File: config.mk
export PLATFORM = sky130hd
export DESIGN_NAME = mode_reg_feature
export DESIGN_NICKNAME = d
export VERILOG_FILES = /design/src/core/mode_reg_pkg.sv /design/src/core/mode_reg_feature.sv
export SDC_FILE = /design/constraint.sdc
export NUM_CORES = 1
export LEC_CHECK = 0
export BUFFER_PORTS_ARGS = -buffer_cell sky130_fd_sc_hd__buf_2
export CORE_ASPECT_RATIO = 0.75
export CORE_UTILIZATION = 40
export CTS_CLUSTER_DIAMETER = 80
export DETAILED_ROUTE_END_ITERATION = 16
export PLACE_DENSITY = 0.74
export SLEW_MARGIN = 40
export SYNTH_ARGS = -nofsm -noshare
export SYNTH_HDL_FRONTEND = slang
export SYNTH_SLANG_ARGS = --single-unit
File: constraint.sdc
create_clock -name I_MCLK -period 2.5 [get_ports I_MCLK]
set_clock_uncertainty 0.2 [all_clocks]
set_input_delay 0.5 -clock I_MCLK [delete_from_list [all_inputs] [get_ports I_MCLK]]
set_output_delay 0.5 -clock I_MCLK [all_outputs]
set_load 0.01 [all_outputs]
File: src/core/mode_reg_pkg.sv
package mode_reg_pkg;
    // mode addresses
    localparam logic [7:0] ADDR_DEVICE_INFORMATION = 8'h00;
    localparam logic [7:0] ADDR_FEATURE_ONE = 8'h01;
    localparam logic [7:0] ADDR_FEATURE_TWO = 8'h02;
    // device_information fields
    localparam int INFO_AUTO_INIT_BIT = 0;
    localparam int INFO_ZQ_LO = 3;
    localparam int INFO_ALT_WL_BIT = 6;
    localparam int INFO_LOW_RL_BIT = 7;
    // zq self-test codes
    localparam logic [1:0] ZQ_NOT_SUPPORTED = 2'h0;
    localparam logic [1:0] ZQ_TIED_SUPPLY = 2'h1;
    localparam logic [1:0] ZQ_SHORT_GND = 2'h2;
    localparam logic [1:0] ZQ_GOOD = 2'h3;
    // feature_one fields and reset
    localparam int F1_WR_LO = 5;
    localparam logic [2:0] BURST_LENGTH_EIGHT = 3'h3;
    localparam logic [2:0] WR_CODE_DEFAULT = 3'h0;
    localparam logic [7:0] F1_WRITE_MASK = 8'hE7;
    // feature_two fields and reset
    localparam int F2_WR_LEVEL_BIT = 7;
    localparam int F2_WRITE_LATENCY_SET_SELECT_BIT = 6;
    localparam int F2_WR_EXT_BIT = 4;
    localparam logic [7:0] F2_WRITE_MASK = 8'hDF;
    localparam logic [7:0] F2_RESET = 8'h18;
    // burst
    localparam logic [2:0] BURST_LAST_BEAT = 3'h7;
    localparam logic [4:0] WR_CYCLES_RESERVED = 5'h00;

    typedef struct packed {
        logic level_enable;
        logic wl_set_b;
        logic wr_ext;
        logic [3:0] latency_code;
    } feature_two_s;

    typedef struct packed {
        logic valid;
        logic [2:0] column;
    } beat_s;
endpackage

File: src/core/mode_reg_feature.sv
// Behaviour
// - info bit 0 reads 1 while auto-init runs, 0 when done
// - info bits 4:3 report zq self-test: 00 none, 01 supply/float, 10 ground
// - zq field reads 11 when self-test found a resistor with no error
// - zq field updates only when zq init calibration completes
// - possible assembly error: factory trim, later zq calibrations ignored
// - zq tied to ca supply reports 01
// - info bit 6 reports alternate write-latency set support
// - info bit 7 reports read latency 3 support up to 166 MHz
// - without extension, codes 001,100,110,111 give 3,6,8,9 recovery cycles
// - with extension, 000,001,010,100,110 give 10,11,12,14,16; default 10
// - recovery count sets cycles from write burst end to precharge start
// - recovery range extension held in feature_two bit 4
// - eight-beat burst starts at column bits 2:1 times two, wraps mod 8
// - column bit zero taken as zero for burst ordering
// - feature_two at 02h: level, wl select, ext, latency; bit 5 reserved
// - feature_one at 01h: recovery 7:5, burst 2:0, bits 4:3 reserved
// - reserved bits written as zero and read back as zero
// - writes to read-only registers have no effect
// - read of write-only or reserved register still strobes, data undefined
`timescale 1ns/10ps
module mode_reg_feature
    import mode_reg_pkg::*;
#(
    parameter logic ALT_WL_SUPPORT = 1'b1,
    parameter logic LOW_RL_SUPPORT = 1'b1
)
(
    // clock and reset
    input wire logic I_MCLK,
    input wire logic I_RST,
    // mode register commands
    input wire logic i_mrw,
    input wire logic i_mrr,
    input wire logic [7:0] i_addr,
    input wire logic [7:0] i_wdata,
    output logic [7:0] o_rdata,
    output logic o_rstrobe,
    // device status
    input wire logic i_init_done,
    input wire logic i_zq_init_done,
    input wire logic [1:0] i_zq_result,
    output logic o_factory_trim,
    // write with auto-precharge
    input wire logic i_wr_ap_start,
    input wire logic [3:1] i_column,
    output logic [2:0] o_beat_column,
    output logic o_beat_valid,
    output logic o_precharge,
    // decoded settings
    output logic [4:0] o_wr_cycles,
    output feature_two_s o_feature_two
);

    function automatic logic [4:0] wr_decode(input logic ext, input logic [2:0] code);
        logic [4:0] n;
        n = WR_CYCLES_RESERVED;
        if (!ext)
        begin
            unique case (code)
                3'h1: n = 5'h03;
                3'h4: n = 5'h06;
                3'h6: n = 5'h08;
                3'h7: n = 5'h09;
                default: n = WR_CYCLES_RESERVED;
            endcase
        end
        else
        begin
            unique case (code)
                3'h0: n = 5'h0A;
                3'h1: n = 5'h0B;
                3'h2: n = 5'h0C;
                3'h4: n = 5'h0E;
                3'h6: n = 5'h10;
                default: n = WR_CYCLES_RESERVED;
            endcase
        end
        return n;
    endfunction

    // register state
    logic [2:0] wr_code, next_wr_code;
    logic [2:0] burst_len, next_burst_len;
    logic [7:0] feat2, next_feat2;
    logic [1:0] zq_info, next_zq_info;
    logic zq_locked, next_zq_locked;
    logic [7:0] rdata, next_rdata;
    logic rstrobe, next_rstrobe;

    always_comb
    begin
        next_wr_code = wr_code;
        next_burst_len = burst_len;
        next_feat2 = feat2;
        next_zq_info = zq_info;
        next_zq_locked = zq_locked;
        next_rdata = 8'h00;
        next_rstrobe = i_mrr;
        if (i_mrw && i_addr == ADDR_FEATURE_ONE)
        begin
            next_wr_code = i_wdata[F1_WR_LO +: 3];
            next_burst_len = BURST_LENGTH_EIGHT;
        end
        if (i_mrw && i_addr == ADDR_FEATURE_TWO)
            next_feat2 = i_wdata & F2_WRITE_MASK;
        // device_information writes fall through untouched
        if (i_zq_init_done && !zq_locked)
        begin
            next_zq_info = i_zq_result;
            // either 01 or 10 may be a misassembled pin
            next_zq_locked = (i_zq_result == ZQ_TIED_SUPPLY)
                || (i_zq_result == ZQ_SHORT_GND);
        end
        if (i_mrr && i_addr == ADDR_DEVICE_INFORMATION)
        begin
            next_rdata[INFO_AUTO_INIT_BIT] = !i_init_done;
            next_rdata[INFO_ZQ_LO +: 2] = zq_info;
            next_rdata[INFO_ALT_WL_BIT] = ALT_WL_SUPPORT;
            next_rdata[INFO_LOW_RL_BIT] = LOW_RL_SUPPORT;
        end
    end

    always_ff @(posedge I_MCLK)
    begin
        if (I_RST)
        begin
            wr_code <= WR_CODE_DEFAULT;
            burst_len <= BURST_LENGTH_EIGHT;
            feat2 <= F2_RESET;
            zq_info <= ZQ_NOT_SUPPORTED;
            zq_locked <= 1'b0;
            rdata <= 8'h00;
            rstrobe <= 1'b0;
        end
        else
        begin
            wr_code <= next_wr_code;
            burst_len <= next_burst_len;
            feat2 <= next_feat2;
            zq_info <= next_zq_info;
            zq_locked <= next_zq_locked;
            rdata <= next_rdata;
            rstrobe <= next_rstrobe;
        end
    end

    // burst and auto-precharge timing
    typedef enum {IDLE, BURST, RECOVER} ap_state_e;
    ap_state_e state, next_state;
    beat_s beat, next_beat;
    logic [2:0] beat_count, next_beat_count;
    logic [4:0] rec_count, next_rec_count;
    logic precharge, next_precharge;
    logic [4:0] wr_cycles;

    assign wr_cycles = wr_decode(feat2[F2_WR_EXT_BIT], wr_code);

    always_comb
    begin
        next_state = state;
        next_beat = beat;
        next_beat_count = beat_count;
        next_rec_count = rec_count;
        next_precharge = 1'b0;
        unique case (state)
            IDLE:
            begin
                next_beat.valid = 1'b0;
                if (i_wr_ap_start)
                begin
                    next_state = BURST;
                    next_beat.valid = 1'b1;
                    next_beat.column = {i_column[2:1], 1'b0};
                    next_beat_count = 3'h0;
                end
            end
            BURST:
            begin
                next_beat.column = beat.column + 3'h1;
                next_beat_count = beat_count + 3'h1;
                if (beat_count == BURST_LAST_BEAT)
                begin
                    next_beat.valid = 1'b0;
                    next_state = RECOVER;
                    next_rec_count = wr_cycles;
                end
            end
            RECOVER:
            begin
                // reserved codes give zero: precharge at once
                if (rec_count <= 5'h01)
                begin
                    next_precharge = 1'b1;
                    next_state = IDLE;
                end
                else
                    next_rec_count = rec_count - 5'h01;
            end
        endcase
    end

    always_ff @(posedge I_MCLK)
    begin
        if (I_RST)
        begin
            state <= IDLE;
            beat <= '0;
            beat_count <= 3'h0;
            rec_count <= 5'h00;
            precharge <= 1'b0;
            o_wr_cycles <= 5'h00;
            o_feature_two <= '0;
            o_factory_trim <= 1'b0;
        end
        else
        begin
            state <= next_state;
            beat <= next_beat;
            beat_count <= next_beat_count;
            rec_count <= next_rec_count;
            precharge <= next_precharge;
            o_wr_cycles <= wr_cycles;
            o_feature_two <= '{feat2[F2_WR_LEVEL_BIT], feat2[F2_WRITE_LATENCY_SET_SELECT_BIT],
                feat2[F2_WR_EXT_BIT], feat2[3:0]};
            o_factory_trim <= next_zq_locked;
        end
    end

    assign o_rdata = rdata;
    assign o_rstrobe = rstrobe;
    assign o_beat_column = beat.column;
    assign o_beat_valid = beat.valid;
    assign o_precharge = precharge;
endmodule

# --- Word level (Yosys, flattened, before mapping) ---
# Cells that the tools add are included.
word_totals:
  wordCells: 76
  ff_bits: 79
  out_inout_bits: 27
  inputBits: 28
op_classes:
  mux: 17
  n_addsub: 3
  n_eq_ne: 16
  reduce_logical: 18
  magnitude_cmp: 1
  bitwise_logic: 2
op_table:
  columns: ["cell", "count"]
  rows:
  - ["32-bit two-way mux", 3]
  - ["32-bit one-hot mux with 3 select lines", 1]
  - ["32-bit by 1-bit equality test with 1-bit output, second input constant", 1]
  - ["32-bit by 2-bit equality test with 1-bit output, second input constant", 1]
  - ["32-bit logical NOT", 1]
  - ["5-bit one-hot mux with 5 select lines", 1]
  - ["4-bit one-hot mux with 4 select lines", 1]
  - ["5-bit two-way mux", 3]
  - ["3-bit equality test, second input constant", 4]
  - ["5-bit one-hot mux with 2 select lines", 1]
  - ["8-bit by 1-bit equality test with 1-bit output, second input constant", 1]
  - ["8-bit by 2-bit equality test with 1-bit output, second input constant", 1]
  - ["8-bit logical NOT", 1]
  - ["2-bit inequality test, second input constant", 4]
  - ["4-bit one-hot mux with 2 select lines", 1]
  - ["3-bit by 1-bit adder with 3-bit output, second input constant", 2]
  - ["3-bit one-hot mux with 2 select lines", 1]
  - ["3-bit AND reduction", 2]
  - ["5-bit by 1-bit <= comparator with 1-bit output, second input constant", 1]
  - ["5-bit by 1-bit subtractor with 5-bit output, second input constant", 1]
  - ["1-bit logical AND", 4]
  - ["4-bit two-way mux", 1]
  - ["2-bit AND reduction", 2]
  - ["2-bit nonzero test", 2]
  - ["other kinds (12)", 16]

# --- Longest topological paths before layout ---
depth:
  depth_word: 5
  depth_mapped: 7
  depth_no_buf: 6

# --- Worst setup path before layout ---
# Ideal clock, no wire load.
synth_timing:
  kind: "input to register"
  from: "input i_addr[5]"
  to: "register wr_code[0]"
  t_arrival_ps: 1828
  t_required_ps: 2172
  path_buffers: 1
  cell_stages: 5
  setup_ps: 128
  path_slack_ps: 344
  cell_sequence: "or4_4 or4_1 buf_2 mux2i_1 nor2_1"
synth_between:
  elab_chain_len: 2
synth_lines:
  columns: ["element", "line_no", "text"]
  rows:
  - ["start, declared", "mode_reg_feature.sv:35", "input wire logic [7:0] i_addr,"]
  - ["8-bit by 1-bit equality test with 1-bit output", "mode_reg_feature.sv:100", "if (i_mrw && i_addr == ADDR_FEATURE_ONE)"]
  - ["1-bit logical AND", "mode_reg_feature.sv:100", null]
  - ["end signal, assigned", "mode_reg_feature.sv:138", "wr_code <= next_wr_code;"]
  - ["end, declared", "mode_reg_feature.sv:83", "logic [2:0] wr_code, next_wr_code;"]
# No other way between the ends.
# A chain may end at the register's enable or synchronous reset.

# --- Worst setup path in the final report ---
layout_timing:
  from: "register state[1]"
  to: "register rec_count[2]"
layout_between:
  elab_chain_len: 3
  word_cells_on_any_way: 7
  cone_classes: "4 x eq/ne; 1 x mux; 2 x reduce/logical"
layout_lines:
  columns: ["element", "line_no", "text"]
  rows:
  - ["start, declared", "mode_reg_feature.sv:150", "ap_state_e state, next_state;"]
  - ["start signal, assigned", "mode_reg_feature.sv:218", "state <= next_state;"]
  - ["32-bit by 2-bit equality test with 1-bit output or 32-bit by 1-bit equality test with 1-bit output (tied branches)", "mode_reg_feature.sv:166", "unique case (state)"]
  - ["2-bit inequality test (no source line) or 2-bit nonzero test (tied branches)", null, null]
  - ["3-bit AND reduction (no source line)", null, null]
  - ["end signal, assigned", "mode_reg_feature.sv:221", "rec_count <= next_rec_count;"]
  - ["end, declared", "mode_reg_feature.sv:153", "logic [4:0] rec_count, next_rec_count;"]
# Several ways; a longest one is shown, not always the timed one.

==> flow_summary.toml <==
[logic_synthesis]
ys_warn_count = 0
syn_area_per_cell_um2 = 9.11
yosysUniqueCellTypes = 42
synth_async_sr_flop_share_pct = 0
synth_cells = 216
ys_top_cells_by_count = "dfxtp_1, nor2_1, mux2i_1"
synth_edf_count = 0
ys_seq_area_share_pct = 45.8
synth-seq-cells = 45
yosysMostFrequentCell = "dfxtp_1"
synthTopCellsByArea = "dfxtp_1, mux2i_1, nor2_1, ha_1, nor2b_1"
synth.cell_area_mm2 = 0.00197
synth_top_area_share_pct = 45.8
ys.flop_type = "dfxtp_1"
synth_top_cell_by_area = "dfxtp_1"

[placement]
pre_cts_ws_ns = 0.190
io_buffer_count = 50
place.detailed.hpwl_um = 2870
place_area_mm2 = 0.00226
placedCellCount = 315
gp_congestion = 0.784

[critical_path]
start_kind = "register"
critPathRequiredTime_ns = 2.49
worstPathMaxFanout = 11
cp-end-kind = "register"
arrival_ns = 2.03
path_class = "register to register"

[routing]
drc = 0
wl_per_cell_um = 11.7
ant_nets = 0
drt_pass1_iterations = 4
vias_per_cell = 5.04
vias = 1627
drt_iter0_drc = 65
drt-total-wl_um = 3770

[sta]
fin_crit_ns = 2.04
rsz0062_at_grt = "false"
fin_crit_sh_pct = 81.6
slew_viol_final = 0
fin_ws_ns = 0.460
setup_viol_count_final = 0
final-hold-violation-count = 0
fin_hold_ws_ns = 0.161
fmax_mhz = 490
setup_tns_ns = 0

[pwr]
power_mw = 1.38
p_per_area_mw_per_mm2 = 589
cellLeakagePower_nw = 1.04
peakVddDrop_v = 0.000314

[global_route]
grt_usage_pct = 15.4
grt_pass1_vias = 1503
grt_overflow = 0
antenna_found_initial = 0
grt_max_degree = 25
grt_pass1_wl_um = 6570

[floorplan]
pin_count = 55
core.rowCount = 21
die_y_um = 62.7
core-area_mm2 = 0.00460
die_w_um = 83.0
die_area_mm2 = 0.00520
start_util_pct = 42.8

[finish]
n_antenna_cell = 0
nets = 301
final_util_pct = 51.1
layout.cells.non_filler = 323
fillCellCount = 431
area_growth_pct = 19.4
drive_gt1_share_pct = 25.2
finish.instance_area_mm2 = 0.00235

[cts]
cts_buffer_depth = 2
clockRootBuffer = "clkbuf_8"
holdBufCountCts = 0
clk_pin_slew_ns = 0.08
htree_levels = 2
cts_buffers = 5
cts_sinks = 45
cts_resized = 0
cts_tree = "built"
post_cts_buffers = 0
clock_latency_ns = 0.30

[run_status]
status = "completed"

[run]
max_cap_violations = 0

[min_path]
hold_path_class = "input pin to register"
## cell usage in the layout, fill, tap and decap left out, types with 5 or more instances in the layout
| cell | netlist | layout |
|---|---|---|
| o21ai_0 | 14 | 14 |
| mux2i_1 | 15 | 15 |
| buf_4 | 4 | 5 |
| and2_1 | 5 | 5 |
| ha_1 | 8 | 8 |
| a21oi_1 | 8 | 8 |
| inv_1 | 8 | 8 |
| nor3_1 | 5 | 5 |
| nor2b_1 | 12 | 12 |
| a211oi_1 | 5 | 5 |
| nand2_1 | 13 | 13 |
| nor2_1 | 29 | 29 |
| buf_2 | 1 | 50 |
| clkbuf_8 | 0 | 5 |
| dfxtp_1 | 45 | 45 |
## flip-flops by register name, summed over array words and instances (netlist names)
register	count
o_beat_column	3
state	2
o_feature_two	7
wr_code	3
o_factory_trim	1
beat_count	3
o_beat_valid	1
o_precharge	1
zq_info	2
rec_count	5
o_wr_cycles	5
feat2	7
o_rdata	4
o_rstrobe	1
## area by class of cell
cell class	count	area, µm²	area share [%]
clock buffers	6	72.6	3.09
inverters	8	30.0	1.28
multi-input cells	150	971	41.3
clock inverters	2	15.0	0.639
well taps	57	71.3	3.04
repair buffers	55	288	12.3
flip-flops and latches	45	901	38.4
## per-layer routing
layer / routed length (µm) / vias up / GRT usage, %
li1: - / 836 / -
met1: 1910 / 748 / 19.8
met2: 1630 / 38 / 24.8
met3: 196 / 5 / 4.89
met4: 32 / 0 / 4.53
met5: 0 / - / 0
## path summary, 6_finish.rpt
path | slack [ns] | from | endpoint | cells after the start
min reg2reg | 0.27 | feat2[1]$_SDFFE_PP0P_ | o_feature_two[1]$_SDFF_PP0_ | 1
max reg2reg | 0.46 | state[1]$_SDFFE_PP0P_ | rec_count[2]$_SDFFE_PP0P_ | 6
max | 0.46 | state[1]$_SDFFE_PP0P_ | rec_count[2]$_SDFFE_PP0P_ | 6
min | 0.16 | i_init_done | o_rdata[0]$_SDFF_PP0_ | 2
## critical path: stages, from the launching register on
cell     delay, ns
dfxtp_1       0.32
inv_1         0.09
ha_1          0.38
mux2i_1       0.21
a31oi_1       0.34
o21ai_0       0.17
a32o_1        0.22
## where the power goes
| group | leakage, nW | switching (mW) | internal [mW] | total, mW |
|---|---|---|---|---|
| registers | 0.366 | 0.0194 | 0.742 | 0.761 |
| logic | 0.633 | 0.103 | 0.0801 | 0.183 |
| clock network | 0.0374 | 0.242 | 0.197 | 0.439 |
| total | 1.04 | 0.364 | 1.02 | 1.38 |
## logic make-up (layout without fill, tap and decap cells)
logic type / after synthesis / in the layout / share of synthesized area, %
simple gates: 80 / 80 / 21.4
flops: 45 / 45 / 45.8
compound gates: 43 / 43 / 14.3
buf+inv: 23 / 71 / 5.22
mux: 15 / 15 / 7.63
fa+ha+maj: 8 / 8 / 5.09
other cells: 1 / 3 / 0.191
xor+xnor: 1 / 1 / 0.445
(Power assumes the default switching activity.)
